[config.mk]
export PLATFORM = sky130hd
export DESIGN_NAME = mrcd_decoder
export DESIGN_NICKNAME = d
export VERILOG_FILES = /design/src/shared/mrcd_pkg.sv /design/src/hdl/mrcd_decoder.sv
export VERILOG_INCLUDE_DIRS = /design/src /design/src/shared
export SDC_FILE = /design/constraint.sdc
export NUM_CORES = 1
export LEC_CHECK = 0
export ABC_CLOCK_PERIOD_IN_PS = 3050
export BUFFER_PORTS_ARGS = -buffer_cell sky130_fd_sc_hd__buf_2
export CORE_ASPECT_RATIO = 0.7
export CORE_MARGIN = 2
export CORE_UTILIZATION = 59
export DETAILED_ROUTE_END_ITERATION = 8
export PLACE_DENSITY_LB_ADDON = 0.12
export SLEW_MARGIN = 10
export SYNTH_ARGS = -nofsm -noshare
export SYNTH_HDL_FRONTEND = slang
export SYNTH_SLANG_ARGS = --single-unit
[constraint.sdc]
create_clock -name clk -period 3.05 [get_ports clk]
set_input_delay 0.1525 -clock clk [delete_from_list [all_inputs] [get_ports clk]]
set_output_delay 0.1525 -clock clk [all_outputs]
set_load 0.005 [all_outputs]
[src/shared/mrcd_regs.svh]
`ifndef MRCD_REGS_SVH
`define MRCD_REGS_SVH

// Register byte addresses
`define MRCD_A_CMD       8'h00
`define MRCD_A_SETUP     8'h04
`define MRCD_A_STATUS    8'h08
`define MRCD_A_SRQ       8'h0C
`define MRCD_A_OFFSET    8'h10
`define MRCD_A_OUTLEN    8'h14
`define MRCD_A_OBUF      8'h20
`define MRCD_A_UMSG      8'h40
`define MRCD_OBUF_WORDS  5
`define MRCD_UMSG_WORDS  4

// Command opcodes, CMD[4:0]; function argument in CMD[10:8]
`define MRCD_OP_OFF_CANCEL  5'h00
`define MRCD_OP_OFF_CAPTURE 5'h01
`define MRCD_OP_CAL_STORE   5'h02
`define MRCD_OP_CAL_CONV    5'h03
`define MRCD_OP_CAL_HF_AC   5'h04
`define MRCD_OP_CAL_ERASE   5'h05
`define MRCD_OP_DISP_NORM   5'h06
`define MRCD_OP_DISP_BLANK  5'h07
`define MRCD_OP_FUNC        5'h08
`define MRCD_OP_Q_CONFIG    5'h09
`define MRCD_OP_Q_SRQ       5'h0A
`define MRCD_OP_Q_UMSG      5'h0B
`define MRCD_OP_Q_CAL       5'h0C
`define MRCD_OP_Q_IRO       5'h0D
`define MRCD_OP_Q_SUFTERM   5'h0E
`define MRCD_OP_Q_ERROR     5'h0F
`define MRCD_OP_Q_IDENT     5'h10
`define MRCD_OP_CLEAR       5'h11

// Function and range codes
`define MRCD_F_ZERO  3'h0
`define MRCD_F_DCV   3'h1
`define MRCD_F_ACV   3'h2
`define MRCD_F_OHM2  3'h3
`define MRCD_F_OHM4  3'h4
`define MRCD_F_DCMA  3'h5
`define MRCD_F_ACMA  3'h6
`define MRCD_F_SELF  4'h9
`define MRCD_R_ONE   4'h1
`define MRCD_R_FOUR  4'h4
`define MRCD_R_FIVE  4'h5
`define MRCD_R_SIX   4'h6
`define MRCD_R_EIGHT 4'h8

// Reset values and error codes (two BCD digits)
`define MRCD_SETUP_RST 32'h0000_0000
`define MRCD_SRQ_RST   6'h00
`define MRCD_ERR_NONE  8'h00
`define MRCD_ERR_CAL   8'h51
`define MRCD_ERR_CMD   8'h71

// Characters
`define MRCD_CH_0    8'h30
`define MRCD_CH_1    8'h31
`define MRCD_CH_V    8'h56
`define MRCD_CH_DOT  8'h2E
`define MRCD_CH_COMA 8'h2C
`define MRCD_CH_CR   8'h0D
`define MRCD_CH_LF   8'h0A

`endif

[src/shared/mrcd_pkg.sv]
`include "mrcd_regs.svh"
package mrcd_pkg;
  typedef logic [7:0] mrcd_char_t;
  typedef enum logic [4:0] {
    MRCD_OFF_CANCEL  = `MRCD_OP_OFF_CANCEL,
    MRCD_OFF_CAPTURE = `MRCD_OP_OFF_CAPTURE,
    MRCD_CAL_STORE   = `MRCD_OP_CAL_STORE,
    MRCD_CAL_CONV    = `MRCD_OP_CAL_CONV,
    MRCD_CAL_HF_AC   = `MRCD_OP_CAL_HF_AC,
    MRCD_CAL_ERASE   = `MRCD_OP_CAL_ERASE,
    MRCD_DISP_NORM   = `MRCD_OP_DISP_NORM,
    MRCD_DISP_BLANK  = `MRCD_OP_DISP_BLANK,
    MRCD_FUNC        = `MRCD_OP_FUNC,
    MRCD_Q_CONFIG    = `MRCD_OP_Q_CONFIG,
    MRCD_Q_SRQ       = `MRCD_OP_Q_SRQ,
    MRCD_Q_UMSG      = `MRCD_OP_Q_UMSG,
    MRCD_Q_CAL       = `MRCD_OP_Q_CAL,
    MRCD_Q_IRO       = `MRCD_OP_Q_IRO,
    MRCD_Q_SUFTERM   = `MRCD_OP_Q_SUFTERM,
    MRCD_Q_ERROR     = `MRCD_OP_Q_ERROR,
    MRCD_Q_IDENT     = `MRCD_OP_Q_IDENT,
    MRCD_CLEAR       = `MRCD_OP_CLEAR
  } mrcd_cmd_e;
endpackage

[src/hdl/mrcd_decoder.sv]
module mrcd_decoder
  import mrcd_pkg::*;
#(
  parameter logic [39:0] MAKER_ID = 40'h4D_41_4B_45_52, // Arbitrary value
  parameter logic [39:0] MODEL_ID = 40'h30_30_30_30_31, // Arbitrary value
  parameter logic [3:0]  SW_MAJOR = 4'h1,
  parameter logic [3:0]  SW_MINOR = 4'h0
) (
  input  wire logic        clk,
  input  wire logic        reset_n,
  input  wire logic        hsel,
  input  wire logic [7:0]  haddr,
  input  wire logic [1:0]  htrans,
  input  wire logic        hwrite,
  input  wire logic [2:0]  hsize,
  input  wire logic [31:0] hwdata,
  input  wire logic        hready,
  output logic      [31:0] hrdata,
  output logic             hreadyout,
  output logic             hresp,
  input  wire logic        remote_i,
  input  wire logic        listener_i,
  input  wire logic        dev_clear_i,
  input  wire logic        cal_enable_i,
  input  wire logic        cal_verify_i,
  input  wire logic [2:0]  cal_step_i,
  input  wire logic        self_test_i,
  input  wire logic        rear_input_i,
  input  wire logic [3:0]  auto_range_i,
  input  wire logic [31:0] reading_i,
  input  wire logic        over_dc_i,
  input  wire logic        over_ac_i,
  output logic      [2:0]  func_o,
  output logic      [3:0]  range_o,
  output logic             display_blank_o,
  output logic             annun_flash_o,
  output logic             offset_on_o,
  output logic      [31:0] offset_value_o,
  output logic             cal_store_o,
  output logic             cal_converter_o,
  output logic             cal_hf_ac_o,
  output logic             cal_erase_o,
  output logic             out_eoi_o
);

  logic [7:0]  a_q;
  logic        w_q;
  logic        v_q;
  logic        cmd_go;
  logic        clr;
  mrcd_cmd_e   op;
  logic [2:0]  fsel;
  logic        cal_op;
  logic [31:0] rd_d;
  logic [2:0]  func_q;
  logic [3:0]  range_q;
  logic [3:0]  range_d;
  logic        blank_q;
  logic        flash_q;
  logic        off_on_q;
  logic [31:0] off_val_q;
  logic [2:0]  off_func_q;
  logic [31:0] setup_q;
  logic [5:0]  srq_q;
  logic [7:0]  err_q;
  logic        erase_pend_q;
  logic [3:0]  cal_pulse_q;
  logic        eoi_q;
  logic [4:0]  olen_q;
  logic [4:0]  olen_d;
  logic        eoi_d;
  mrcd_char_t  obuf_q [0:19];
  mrcd_char_t  obuf_d [0:19];
  mrcd_char_t  umsg_q [0:15];
  logic [3:0]  rng_use;
  logic [1:0]  rate;
  logic [2:0]  trig;
  logic        suffix;
  logic [2:0]  term;
  logic        manual;

  assign rate   = setup_q[1:0];
  assign trig   = setup_q[6:4];
  assign suffix = setup_q[8];
  assign term   = setup_q[14:12];
  assign manual = setup_q[16];

  // AHB-Lite address phase capture
  always_ff @(posedge clk or negedge reset_n) begin
    if (!reset_n) begin
      a_q <= 8'h00;
      w_q <= 1'b0;
      v_q <= 1'b0;
    end else if (hready) begin
      a_q <= haddr;
      w_q <= hwrite;
      v_q <= hsel && htrans[1] && (hsize == 3'h2);
    end
  end

  always_ff @(posedge clk or negedge reset_n) begin
    if (!reset_n) begin
      hreadyout <= 1'b0;
      hresp     <= 1'b0;
    end else begin
      hreadyout <= 1'b1;
      hresp     <= 1'b0;
    end
  end

  assign cmd_go = v_q && w_q && (a_q == `MRCD_A_CMD)
                  && remote_i && listener_i;
  assign op     = mrcd_cmd_e'(hwdata[4:0]);
  assign fsel   = (hwdata[10:8] == `MRCD_F_ZERO) ? `MRCD_F_DCV : hwdata[10:8];
  assign clr    = dev_clear_i || (cmd_go && op == MRCD_CLEAR);
  assign cal_op = cmd_go && (op == MRCD_CAL_STORE || op == MRCD_CAL_CONV
                  || op == MRCD_CAL_HF_AC);

  // Automatic range adjustment on function select
  always_comb begin
    range_d = range_q;
    if (fsel == `MRCD_F_ACMA) begin
      range_d = `MRCD_R_FIVE;
    end else if (fsel == `MRCD_F_DCMA) begin
      if (range_q == `MRCD_R_EIGHT) begin
        range_d = `MRCD_R_FOUR;
      end else if (range_q >= `MRCD_R_ONE && range_q <= `MRCD_R_SIX) begin
        range_d = `MRCD_R_FIVE;
      end
    end else begin
      if ((func_q == `MRCD_F_OHM2 || func_q == `MRCD_F_OHM4)
          && range_q == `MRCD_R_SIX && fsel != func_q) begin
        range_d = `MRCD_R_FIVE;
      end
      if (range_q == `MRCD_R_EIGHT
          && (fsel == `MRCD_F_ACV || fsel == `MRCD_F_OHM2)) begin
        range_d = `MRCD_R_ONE;
      end
    end
  end

  // Function and range; a select otherwise only clears erase_pend_q
  always_ff @(posedge clk or negedge reset_n) begin
    if (!reset_n) begin
      func_q  <= `MRCD_F_DCV;
      range_q <= `MRCD_R_ONE;
    end else if (clr) begin
      func_q  <= `MRCD_F_DCV;
      range_q <= `MRCD_R_ONE;
    end else if (cmd_go && op == MRCD_FUNC) begin
      func_q  <= fsel;
      range_q <= range_d;
    end else if (!manual) begin
      range_q <= auto_range_i;
    end
  end

  always_ff @(posedge clk or negedge reset_n) begin
    if (!reset_n) begin
      off_on_q   <= 1'b0;
      off_val_q  <= 32'h0000_0000;
      off_func_q <= `MRCD_F_DCV;
    end else if (clr) begin
      off_on_q <= 1'b0;
    end else if (cmd_go && op == MRCD_OFF_CAPTURE) begin
      off_on_q   <= 1'b1;
      off_val_q  <= reading_i;
      off_func_q <= func_q;
    end else if (cmd_go && op == MRCD_OFF_CANCEL) begin
      off_on_q <= 1'b0;
    end
  end

  always_ff @(posedge clk or negedge reset_n) begin
    if (!reset_n) begin
      blank_q <= 1'b0;
      flash_q <= 1'b0;
    end else begin
      if (clr) begin
        blank_q <= 1'b0;
      end else if (cmd_go && op == MRCD_DISP_BLANK) begin
        blank_q <= 1'b1;
      end else if (cmd_go && op == MRCD_DISP_NORM) begin
        blank_q <= 1'b0;
      end
      flash_q <= (func_q == `MRCD_F_DCV && over_dc_i)
                 || (func_q == `MRCD_F_ACV && over_ac_i);
    end
  end

  // Calibration pulses: store, converter, HF AC, erase
  always_ff @(posedge clk or negedge reset_n) begin
    if (!reset_n) begin
      cal_pulse_q  <= 4'h0;
      erase_pend_q <= 1'b0;
    end else begin
      cal_pulse_q <= 4'h0;
      if (clr) begin
        erase_pend_q <= 1'b0;
      end else if (cmd_go) begin
        erase_pend_q <= (op == MRCD_CAL_ERASE);
        if (cal_enable_i) begin
          cal_pulse_q[0] <= (op == MRCD_CAL_STORE);
          cal_pulse_q[1] <= (op == MRCD_CAL_CONV);
          cal_pulse_q[2] <= (op == MRCD_CAL_HF_AC);
          cal_pulse_q[3] <= (op == MRCD_CAL_STORE) && erase_pend_q;
        end
      end
    end
  end

  // Error register; a new error wins over a clear
  always_ff @(posedge clk or negedge reset_n) begin
    if (!reset_n) begin
      err_q <= `MRCD_ERR_NONE;
    end else if (cal_op && !cal_enable_i) begin
      err_q <= `MRCD_ERR_CAL;
    end else if (cmd_go && hwdata[4:0] > `MRCD_OP_CLEAR) begin
      err_q <= `MRCD_ERR_CMD;
    end else if (clr) begin
      err_q <= `MRCD_ERR_NONE;
    end
  end

  always_ff @(posedge clk or negedge reset_n) begin
    if (!reset_n) begin
      setup_q <= `MRCD_SETUP_RST;
      srq_q   <= `MRCD_SRQ_RST;
    end else if (clr) begin
      setup_q <= `MRCD_SETUP_RST;
      srq_q   <= `MRCD_SRQ_RST;
    end else if (v_q && w_q && a_q == `MRCD_A_SETUP) begin
      setup_q <= hwdata & 32'h0001_7173;
    end else if (v_q && w_q && a_q == `MRCD_A_SRQ && hwdata[5:0] <= 6'h3F) begin
      srq_q <= hwdata[5:0] & 6'h3D;
    end
  end

  // User message words in calibration memory
  genvar gi;
  generate
    for (gi = 0; gi < 16; gi++) begin : g_umsg
      always_ff @(posedge clk or negedge reset_n) begin
        if (!reset_n) begin
          umsg_q[gi] <= 8'h00;
        end else if (cal_pulse_q[3]) begin
          umsg_q[gi] <= 8'h00;
        end else if (v_q && w_q && a_q == `MRCD_A_UMSG + 8'(4 * (gi / 4))) begin
          umsg_q[gi] <= hwdata[8 * (gi % 4) +: 8];
        end
      end
    end
  endgenerate

  assign rng_use = manual ? range_q : auto_range_i;

  function automatic mrcd_char_t dig(input logic [3:0] d);
    return `MRCD_CH_0 + {4'h0, d};
  endfunction

  // Query string plus terminators
  always_comb begin
    logic [4:0] n;
    n = 5'd0;
    for (int i = 0; i < 20; i++) begin
      obuf_d[i] = obuf_q[i];
    end
    olen_d = olen_q;
    eoi_d  = eoi_q;
    obuf_d[0] = `MRCD_CH_1;
    obuf_d[1] = `MRCD_CH_0;
    n = 5'd4;
    case (op)
      MRCD_Q_CONFIG: begin
        obuf_d[0] = self_test_i ? dig(`MRCD_F_SELF) : dig({1'b0, func_q});
        obuf_d[1] = dig(rng_use);
        obuf_d[2] = dig({2'b00, rate});
        obuf_d[3] = dig({1'b0, trig});
      end
      MRCD_Q_SRQ: begin
        obuf_d[0] = dig(4'(srq_q / 6'd10));
        obuf_d[1] = dig(4'(srq_q % 6'd10));
        n = 5'd2;
      end
      MRCD_Q_UMSG: begin
        for (int i = 0; i < 16; i++) begin
          obuf_d[i] = umsg_q[i];
        end
        n = 5'd16;
      end
      MRCD_Q_CAL: begin
        obuf_d[2] = dig({3'b000, cal_verify_i});
        obuf_d[3] = dig(cal_enable_i ? {1'b0, cal_step_i} : 4'h0);
      end
      MRCD_Q_IRO: begin
        obuf_d[1] = dig({3'b000, rear_input_i});
        obuf_d[2] = dig({3'b000, manual});
        obuf_d[3] = dig({3'b000, off_on_q});
      end
      MRCD_Q_SUFTERM: begin
        obuf_d[2] = dig({3'b000, suffix});
        obuf_d[3] = dig({1'b0, term});
      end
      MRCD_Q_ERROR: begin
        obuf_d[2] = dig(err_q[7:4]);
        obuf_d[3] = dig(err_q[3:0]);
      end
      MRCD_Q_IDENT: begin
        for (int i = 0; i < 5; i++) begin
          obuf_d[i]     = MAKER_ID[8 * (4 - i) +: 8];
          obuf_d[i + 6] = MODEL_ID[8 * (4 - i) +: 8];
        end
        obuf_d[5]  = `MRCD_CH_COMA;
        obuf_d[11] = `MRCD_CH_COMA;
        obuf_d[12] = `MRCD_CH_0;
        obuf_d[13] = `MRCD_CH_COMA;
        obuf_d[14] = `MRCD_CH_V;
        obuf_d[15] = dig(SW_MAJOR);
        obuf_d[16] = `MRCD_CH_DOT;
        obuf_d[17] = dig(SW_MINOR);
        n = 5'd18;
      end
      default: begin
        n = 5'd0;
      end
    endcase
    case (term)
      3'h0, 3'h1, 3'h2, 3'h3: begin
        obuf_d[n] = `MRCD_CH_CR;
        obuf_d[5'(n + 5'd1)] = (term < 3'h2) ? `MRCD_CH_LF : 8'h00;
      end
      3'h4, 3'h5: begin
        obuf_d[n] = `MRCD_CH_LF;
      end
      default: begin
      end
    endcase
    olen_d = n + ((term < 3'h2) ? 5'd2 : (term < 3'h6) ? 5'd1 : 5'd0);
    eoi_d  = (term == 3'h0) || (term == 3'h2) || (term == 3'h4);
  end

  always_ff @(posedge clk or negedge reset_n) begin
    if (!reset_n) begin
      olen_q <= 5'd0;
      eoi_q  <= 1'b0;
      for (int i = 0; i < 20; i++) begin
        obuf_q[i] <= 8'h00;
      end
    end else if (clr) begin
      olen_q <= 5'd0;
    end else if (cmd_go && op >= MRCD_Q_CONFIG && op <= MRCD_Q_IDENT) begin
      olen_q <= olen_d;
      eoi_q  <= eoi_d;
      for (int i = 0; i < 20; i++) begin
        obuf_q[i] <= obuf_d[i];
      end
    end
  end

  // Read mux, registered at the address phase
  always_comb begin
    rd_d = 32'h0000_0000;
    case (haddr)
      `MRCD_A_SETUP:  rd_d = setup_q;
      `MRCD_A_STATUS: rd_d = {err_q, 5'h00, off_func_q, 4'h0, range_q,
                              1'b0, func_q, erase_pend_q, flash_q, off_on_q, blank_q};
      `MRCD_A_SRQ:    rd_d = {26'h0, srq_q};
      `MRCD_A_OFFSET: rd_d = off_val_q;
      `MRCD_A_OUTLEN: rd_d = {26'h0, eoi_q, olen_q};
      default: begin
        for (int i = 0; i < 5; i++) begin
          if (haddr == `MRCD_A_OBUF + 8'(4 * i)) begin
            rd_d = {obuf_q[4*i+3], obuf_q[4*i+2], obuf_q[4*i+1], obuf_q[4*i]};
          end
        end
        for (int i = 0; i < 4; i++) begin
          if (haddr == `MRCD_A_UMSG + 8'(4 * i)) begin
            rd_d = {umsg_q[4*i+3], umsg_q[4*i+2], umsg_q[4*i+1], umsg_q[4*i]};
          end
        end
      end
    endcase
  end

  always_ff @(posedge clk or negedge reset_n) begin
    if (!reset_n) begin
      hrdata <= 32'h0000_0000;
    end else if (hready && hsel && htrans[1] && !hwrite) begin
      hrdata <= rd_d;
    end
  end

  assign func_o          = func_q;
  assign range_o         = range_q;
  assign display_blank_o = blank_q;
  assign annun_flash_o   = flash_q;
  assign offset_on_o     = off_on_q;
  assign offset_value_o  = off_val_q;
  assign cal_store_o     = cal_pulse_q[0];
  assign cal_converter_o = cal_pulse_q[1];
  assign cal_hf_ac_o     = cal_pulse_q[2];
  assign cal_erase_o     = cal_pulse_q[3];
  assign out_eoi_o       = eoi_q;
endmodule // mrcd_decoder

== Word-level counts from Yosys, hierarchy flattened ==
Index checks and enable logic that the tools add are counted.

* Input port bits: 98
* Logic and storage cells: 315
* Flip-flop bits (word level): 433

* Bitwise gates (word level): 9
* Div/mod/pow operators: 2
* Reduce and logical (&&, ||, !) cells: 71
* $add $sub $neg: 17
* Multiplexer cells: 92
* Eq/ne operators: 57
* Order comparisons: 12

{| class="wikitable"
|+ Operators with widths
! kind !! count
|-
| 32-bit two-way mux || 11
|-
| 160-bit case mux with 2 select lines || 1
|-
| 8-bit two-way mux || 37
|-
| 96-bit case mux with 2 select lines || 1
|-
| 160-bit bitwise mux || 1
|-
| 32-bit case mux with 5 select lines || 1
|-
| 120-bit AND || 1
|-
| 120-bit NOT || 1
|-
| 16-bit case mux with 7 select lines || 1
|-
| 100-bit AND || 1
|-
| 100-bit NOT || 1
|-
| 8-bit demux with 5-bit select || 2
|-
| 8-bit by 7-bit == test with 1-bit output (second input constant) || 8
|-
| 60-bit bitwise OR || 1
|-
| 4-bit two-way mux || 13
|-
| 5-bit by 4-bit == test with 1-bit output (second input constant) || 8
|-
| 8-bit by 6-bit == test with 1-bit output (second input constant) || 5
|-
| 40-bit bitwise OR || 1
|-
| 8-bit case mux with 5 select lines || 1
|-
| 1-bit logical AND || 36
|-
| 6-bit by 1-bit adder with 7-bit output (first input constant) || 5
|-
| 6-bit by 4-bit adder with 7-bit output (first input constant) || 5
|-
| 8-bit case mux with 4 select lines || 1
|-
| 6-bit by 3-bit adder with 7-bit output (first input constant) || 4
|-
| 52 further kinds || 113
|}

== Longest topological paths before layout ==
Gate-level depths: netlist of the first run.

* Depth in word-level cells: 12
* Gate-level depth with buffers: 9

== Least setup slack after synthesis of the first run ==
OpenSTA, ideal clock, no wires.

* Kind: reg2reg
* Start: register srq_q[4]
* End: register obuf_q[147] in the netlist's numbering
* Clock period less this slack: 2.557 ns
* Slack: 0.493 ns
* Buffers on the path: 1
* Library setup time: 0.136 ns
* Arrival time: 2.421 ns
* Data required time: 2.914 ns
* Stages on the path, launching flop included: 10
* Path through: dfrtp_1 -> clkbuf_1 -> nor2b_1 -> o32ai_1 -> or2_2 -> ha_1 -> a311oi_1 -> mux2_2 -> a222oi_1 -> o31ai_1

* Word-level cells in the longest chain between the ends: 6

{| class="wikitable"
|+ RTL lines
! item !! line !! source
|-
| from (decl) || mrcd_decoder.sv:64 || <nowiki>logic [5:0] srq_q;</nowiki>
|-
| from (signal assigned) || mrcd_decoder.sv:228 || <nowiki>srq_q <= `MRCD_SRQ_RST;</nowiki>
|-
| from (signal assigned) || mrcd_decoder.sv:231 || <nowiki>srq_q <= `MRCD_SRQ_RST;</nowiki>
|-
| from (signal assigned) || mrcd_decoder.sv:235 || <nowiki>srq_q <= hwdata[5:0] & 6'h3D;</nowiki>
|-
| 6-bit by 4-bit modulo with 6-bit output * || mrcd_decoder.sv:282 || <nowiki>obuf_d[1] = dig(4'(srq_q % 6'd10));</nowiki>
|-
| 6-bit by 4-bit adder with 7-bit output (no line) * || -- ||
|-
| 8-bit case mux with 5 select lines * || mrcd_decoder.sv:273 || <nowiki>case (op)</nowiki>
|-
| 60-bit bitwise OR (no line) || -- ||
|-
| 160-bit bitwise mux || mrcd_decoder.sv:330 || <nowiki>obuf_d[5'(n + 5'd1)] = (term < 3'h2) ? `MRCD_CH_LF : 8'h00;</nowiki>
|-
| 160-bit case mux with 2 select lines * || mrcd_decoder.sv:327 || <nowiki>case (term)</nowiki>
|-
| to (signal, indexed assignment) || mrcd_decoder.sv:355 || <nowiki>obuf_q[i] <= obuf_d[i];</nowiki>
|-
| to (decl) || mrcd_decoder.sv:72 || <nowiki>mrcd_char_t obuf_q [0:19];</nowiki>
|}

Every way passes the cells marked *; elsewhere a longest branch is shown, timed or not.
A chain may end at the register's enable or synchronous reset.

== Worst setup path after layout of the first run ==
Ends and elaborated chain as after synthesis.

==> qor.txt, run 1 <==
TritonCTS clock tree = done
Worst R2R End = obuf_q[147]
Synth async-reset ratio = 1.000
flop2flop setup slack = 0.28 ns
RSZ-0062 raised after global routing = no
Final nets = 2,577
Vias/cell = 7.123
DR iter-0 viols = 3,916
Hold Path Depth = 2
Syn Nets = 2,320
Worst Setup End Kind = flop
Die Span X = 228.8 um
Layout Utilization = 0.7172
peak supply drop = 0.3924 mV
Design Area, Final = 0.02496 mm^2
clock latency on the worst-skew pair = 0.57 ns
DRC = 0
pwr dens = 482.2 mW/mm^2
Worst Hold Launch = hready
Worst Setup Path Type = reg -> reg
Setup TNS Final = 0 ns
Final setup viols = 0
Detail Placement HPWL = 63.57 mm
max_slew headroom = 0.1898
Hold Fails Final Rpt = 0
vias in the first global route = 19,850
Vias = 21,210
Placed Area = 0.02293 mm^2
CP arrival = 3.20 ns
first-pass detailed-route iteration total = 6
Final min period = 2.772 ns
initial core utilization = 0.5998
R2R Path Start = srq_q[4]
CP peak stage delay = 0.65 ns
Mapped Area = 0.02088 mm^2
clk sinks = 404
Max clock buf depth = 3
Static Leak = 0.01118 uW
largest net degree at the start of global routing = 98
total gr overflow = 0
# rows = 57
Crit Path Max Fanout = 11
ys flop type = dfrtp_1
total power draw = 12,040 uW
commonest cells after routing, fill and taps aside = dfrtp_1, nand2_1, a21oi_1
global-route wire length before repair = 134.5 mm
initial antenna violation count = 5
Mapped Cells = 2,216
outcome = complete, no violations
warnings from Yosys = 0
I/O Buffers = 176
crit path cell chain = nor2b_1 > o32ai_1 > or2_2 > ha_1 > a311oi_1 > buf_4 > mux2_2 > a222oi_1 > o31ai_1
Hold EP = v_q
Critical Path RT = 3.47 ns
reg2reg path depth = 9
Cell variety after synth = 100
final worst setup slack = 0.2779 ns
Layout Skew = 0.03135 ns
Die Ht = 161.4 um
Core ar. = 0.03480 mm^2
WP buf/inv = 1
fmax = 0.3607 GHz
setup slack at placement = 0.3682 ns
Max Cap Viol = 0
Ports = 179
Seq/Total Area, Yosys = 0.4845
layout cells sized above 1 = 0.2134
crit share post-route = 0.9089
RePlAce Congestion = 1.038
root buffer selected by CTS = clkbuf_16
worst slew pin tran = 1.215 ns
post-route ant nets = 0
Synth Register Bits = 404
Wirelength per Cell = 30.99 um
die area = 0.03693 mm^2
clk slew on worst S/H paths = 0.06 ns
startpoint types = flop
H-tree levels = 2
slowest cell on the critical path = dfrtp_1
Hold Path Class = in -> reg
Post-synth EDFFs = 0
most common cell after layout, fill and taps aside = dfrtp_1
Avg Inst Size Synth = 9.420 um^2
Final Max Tran Viols = 0
P&R area growth vs syn = 19.58%
total global-route track usage = 0.4985
cell class contributing the biggest share of worst-path delay = compound AO/OA/AOI/OAI gates
CTS Buf Count = 40
routed wire length = 92.30 mm
post-CTS setup buffers = 0
-- power by group --
group	total, uW	internal [uW]	switching, uW
clock	5260	3020	2240
combinational	1180	434	747
sequential	5590	5480	113
-- worst max path at each step --
| stage | cells after the start | end | start |
|---|---|---|---|
| detailed placement | 9 | obuf_q[147] | srq_q[4] |
| global placement | 9 | obuf_q[147] | srq_q[4] |
| finish | 9 | obuf_q[147] | srq_q[4] |
| global route | 9 | obuf_q[147] | srq_q[4] |
| floorplan | 9 | obuf_q[147] | srq_q[4] |
| CTS | 9 | obuf_q[147] | srq_q[4] |
-- routing by layer --
metal / global-route usage / vias up / wire length, um / share of wire
li1: - / 8575 / - / -
met1: 0.6854 / 10410 / 35070 / 0.38
met2: 0.6592 / 1900 / 35790 / 0.39
met3: 0.2724 / 312 / 17340 / 0.19
met4: 0.1697 / 14 / 3827 / 0.041
met5: 0.04427 / - / 270 / 0.0029
-- cells in the mapped netlist, drive strengths merged (32+ instances only) --
library cell  count  area [um^2]
nor2            145        551.8
o21ai           124        628.1
a22o             69        613.1
nor3             51        302.8
dfrtp           401        10030
o22ai            49        306.5
nand3            35        175.2
a21oi           223         1120
mux2i            32        320.3
buf              84        439.2
mux2             57        641.9
nand2           365         1373
clkbuf          107        402.9
a2bb2oi          38        339.1
-- cell type report --
class	instances	area, um^2
well taps	472	590.6
repair buffers	406	2928
multi-input cells	1597	9876
diodes	4	10.01
inverters	24	90.09
clock inverters	16	224.0
flip-flops and latches	404	10120
clock buffers	55	1127
fillers	2625	9841
-- sequential cells by signal (all words and copies together) (netlist names), 2 cells and up --
name and flops:
obuf_q 160, umsg_q 128, hrdata 32, offset_value_o 32, setup_q 10, a_q 8, olen_q 5, srq_q 5
cal_pulse_q 4, range_o 4, func_o 3, off_func_q 3, err_q 2
-- repair_timing --
action / 4_1_cts / 5_1_grt
gates resized for setup: 0 / 0
hold buffers: 67 / 0
endpoints found under the hold margin: 232 / 0
-- metrics by stage --
step | std cells | hold WS (ns)
CTS | 2974 | 0.0004108
floorplan | 2216 | -0.1431
detailed placement | 2836 | 0.2395
global route | 2975 | 0.03947
finish | 2978 | 0.0005079
global placement | 2836 | 0.2343
-- cell families (layout without fill, tap and decap cells) --
group                      count (synthesis)  in the layout  synth area share
AOI/OAI and AO/OA                        722            722            0.2311
xor gates and xnor gates                   2              2         0.0008393
adders and majority gates                  6              6          0.003596
buffers and inverters                    215            501           0.04465
DFF                                      404            404            0.4845
muxes                                     98             98           0.05580
other                                      2              6         0.0003598
and+or+nand+nor                          767            767            0.1792
No activity file was read; power rests on OpenSTA's default activity.
==> inputs of run 2 (changes only) <==
Settings changed: CORE_MARGIN 2 to 5, PLACE_DENSITY set to 0.79, PLACE_DENSITY_LB_ADDON 0.12 to not set.
==> run 2 against run 1 <==
Setup slack got worse by 0.057 ns. Critical path depth did not move. Combinational power barely moved. Maximum frequency fell by 2.0%. Via count rose by 1.1%. Routed wire length rose by 3.2%. First-iteration DRC count fell by 2.6%. Critical endpoint is now obuf_q[146].
==> qor.txt, run 2 (synthesized netlist as in run 1, its figures left out) <==
Ports = 179 (unchanged)
total global-route track usage = 0.4681 (-0.03044)
Detail Placement HPWL = 64.29 mm (+1.1%)
Max Cap Viol = 0 (unchanged)
Final Max Tran Viols = 0 (unchanged)
H-tree levels = 2 (unchanged)
WP buf/inv = 1 (unchanged)
I/O Buffers = 176 (unchanged)
max reg flops = 160 (unchanged)
Wirelength per Cell = 32.09 um (+3.5%)
Die Span X = 234.8 um (+2.6%)
post-CTS setup buffers = 0 (unchanged)
pwr dens = 494.6 mW/mm^2 (+2.6%)
Core ar. = 0.03480 mm^2 (unchanged)
routed wire length = 95.30 mm (+3.2%)
max_slew headroom = 0.2237 (+0.03395)
CTS Buf Count = 41 (+2.5%)
Worst Setup Path Type = reg -> reg
RePlAce Congestion = 1.063 (+2.4%)
Layout Skew = 0.03880 ns (+0.007453 ns)
outcome = complete, no violations
Static Leak = 0.01119 uW (+0.13%)
worst slew pin tran = 1.164 ns (-0.05093 ns)
Final setup viols = 0 (unchanged)
Hold Fails Final Rpt = 0 (unchanged)
startpoint types = flop
FILL cells = 2,583 (-1.6%)
Worst Setup End Kind = flop
Vias = 21,460 (+1.1%)
CTS Hold Bufs = 71 (+6.0%)
# rows = 57 (unchanged)
slowest cell on the critical path = dfrtp_1
clock latency on the worst-skew pair = 0.59 ns (+0.02 ns)
Max clock buf depth = 3 (unchanged)
CP arrival = 3.23 ns (+0.03 ns)
dpl cells = 2,827 (-0.32%)
global-route wire length before repair = 138.1 mm (+2.6%)
total gr overflow = 0 (unchanged)
Post-Layout Cell Count = 2,970 (-0.27%)
fmax = 0.3534 GHz (-2.0%)
RSZ-0062 raised after global routing = no
DR iter-0 viols = 3,816 (-2.6%)
final worst setup slack = 0.2205 ns (-0.05741 ns)
initial antenna violation count = 3 (-2)
first-pass detailed-route iteration total = 6 (unchanged)
DRC = 0 (unchanged)
largest net degree at the start of global routing = 100 (+2.0%)
clk slew on worst S/H paths = 0.07 ns (about the same)
crit share post-route = 0.9277 (+0.01882)
Largest Register = obuf_q
CP peak stage delay = 0.65 ns (about the same)
Setup TNS Final = 0 ns (unchanged)
vias in the first global route = 20,540 (+3.5%)
Final nets = 2,573 (-0.16%)
Die Ht = 167.4 um (+3.7%)
Vias/cell = 7.224 (+1.4%)
Final min period = 2.829 ns (+0.05741 ns)
post-route ant nets = 0 (unchanged)
post-cts repair resize count = 0 (unchanged)
setup slack at placement = 0.4257 ns (+0.05749 ns)
initial core utilization = 0.5998 (unchanged)
Largest regs = obuf_q x160, umsg_q x128
root buffer selected by CTS = clkbuf_16
Crit Path Max Fanout = 9 (-2)
layout cells sized above 1 = 0.2103 (-0.003093)
Critical Path RT = 3.45 ns (-0.02 ns)
most common cell after layout, fill and taps aside = dfrtp_1
P&R area growth vs syn = 19.95%
clk sinks = 404 (unchanged)
cell class contributing the biggest share of worst-path delay = compound AO/OA/AOI/OAI gates
peak supply drop = 0.5187 mV (+32%)
crit path cell chain = nor2b_1 > o32ai_1 > or2_2 > ha_1 > a311oi_1 > buf_4 > nor3_1 > o21ai_0 > a221oi_2
Hold Path Class = in -> reg
TritonCTS clock tree = done
die area = 0.03930 mm^2 (+6.4%)
commonest cells after routing, fill and taps aside = dfrtp_1, nand2_1, a21oi_1
run 2: cell types whose count changed in the layout (fill, tap and decap cells not counted):
cell | before | now
buf_4 | 154 | 144
clkinv_2 | 8 | 3
dlygate4sd3_1 | 67 | 71
bufinv_16 | 5 | 8
diode_2 | 4 | 2
buf_12 | 11 | 12
clkbuf_1 | 8 | 7
clkbuf_16 | 40 | 41
clkbuf_8 | 7 | 6
clkinv_8 | 1 | 2
clkinvlp_4 | 0 | 1
run 2: final timing paths:
kind / from / endpoint / slack, ns / cells past startpoint
max in group asynchronous: reset_n / range_o[0] / 1.82 / 3
min: hwdata[3] / umsg_q[27] / 0.02 / 3
min reg2reg: obuf_q[159] / obuf_q[159] / 0.47 / 2
max: srq_q[2] / obuf_q[146] / 0.22 / 9
min in group asynchronous: reset_n / a_q[4] / 0.24 / 2
max reg2reg: srq_q[2] / obuf_q[146] / 0.22 / 9
run 2: worst reg2reg max path, delay by kind of cell, from the launching register on:
kind / cells / cell delay [ns]
AOI/OAI and AO/OA: 4 / 1.08
DFF: 1 / 0.65
and+or+nand+nor: 3 / 0.57
adders and majority gates: 1 / 0.20
buffers and inverters: 1 / 0.17
run 2: power by group:
| part | internal, uW | switching [uW] | leakage (uW) |
|---|---|---|---|
| sequential | 5480 | 116 | 0.00485 |
| combinational | 436 | 764 | 0.00564 |
| clock | 3310 | 2280 | 0.000704 |
| total | 9220 | 3160 | 0.0112 |
run 2: metrics by stage:
stage | util | area, um^2 | hold slack, ns | total power [uW]
after global routing | 0.7193 | 25030 | 0.01829 | 12650
after global placement | 0.6573 | 22880 | 0.2531 | 6723
after detailed placement | 0.6573 | 22880 | 0.2664 | 6749
final | 0.7194 | 25040 | 0.02463 | 12380
after CTS | 0.7193 | 25030 | 0.002141 | 12270
after floorplan | - | 20880 | -0.1431 | 6118
run 2: area by class of cell:
cell class                      instances  area (um^2)  area share
Inverter                               24        90.09    0.003598
Clock inverter                         16        312.8     0.01249
Tap cell                              472        590.6     0.02359
Clock buffer                           54         1135     0.04532
Timing Repair Buffer                  401         2913      0.1163
Multi-Input combinational cell       1597         9876      0.3944
Sequential cell                       404        10120      0.4041
Antenna cell                            2        5.005   0.0001999
run 2: routing by layer:
layer / track usage / up-vias / share of wire
li1: - / 8574 / -
met1: 0.6288 / 10480 / 0.37
met2: 0.6246 / 2030 / 0.39
met3: 0.2759 / 367 / 0.20
met4: 0.1670 / 4 / 0.043
met5: 0.03030 / - / 0.0018
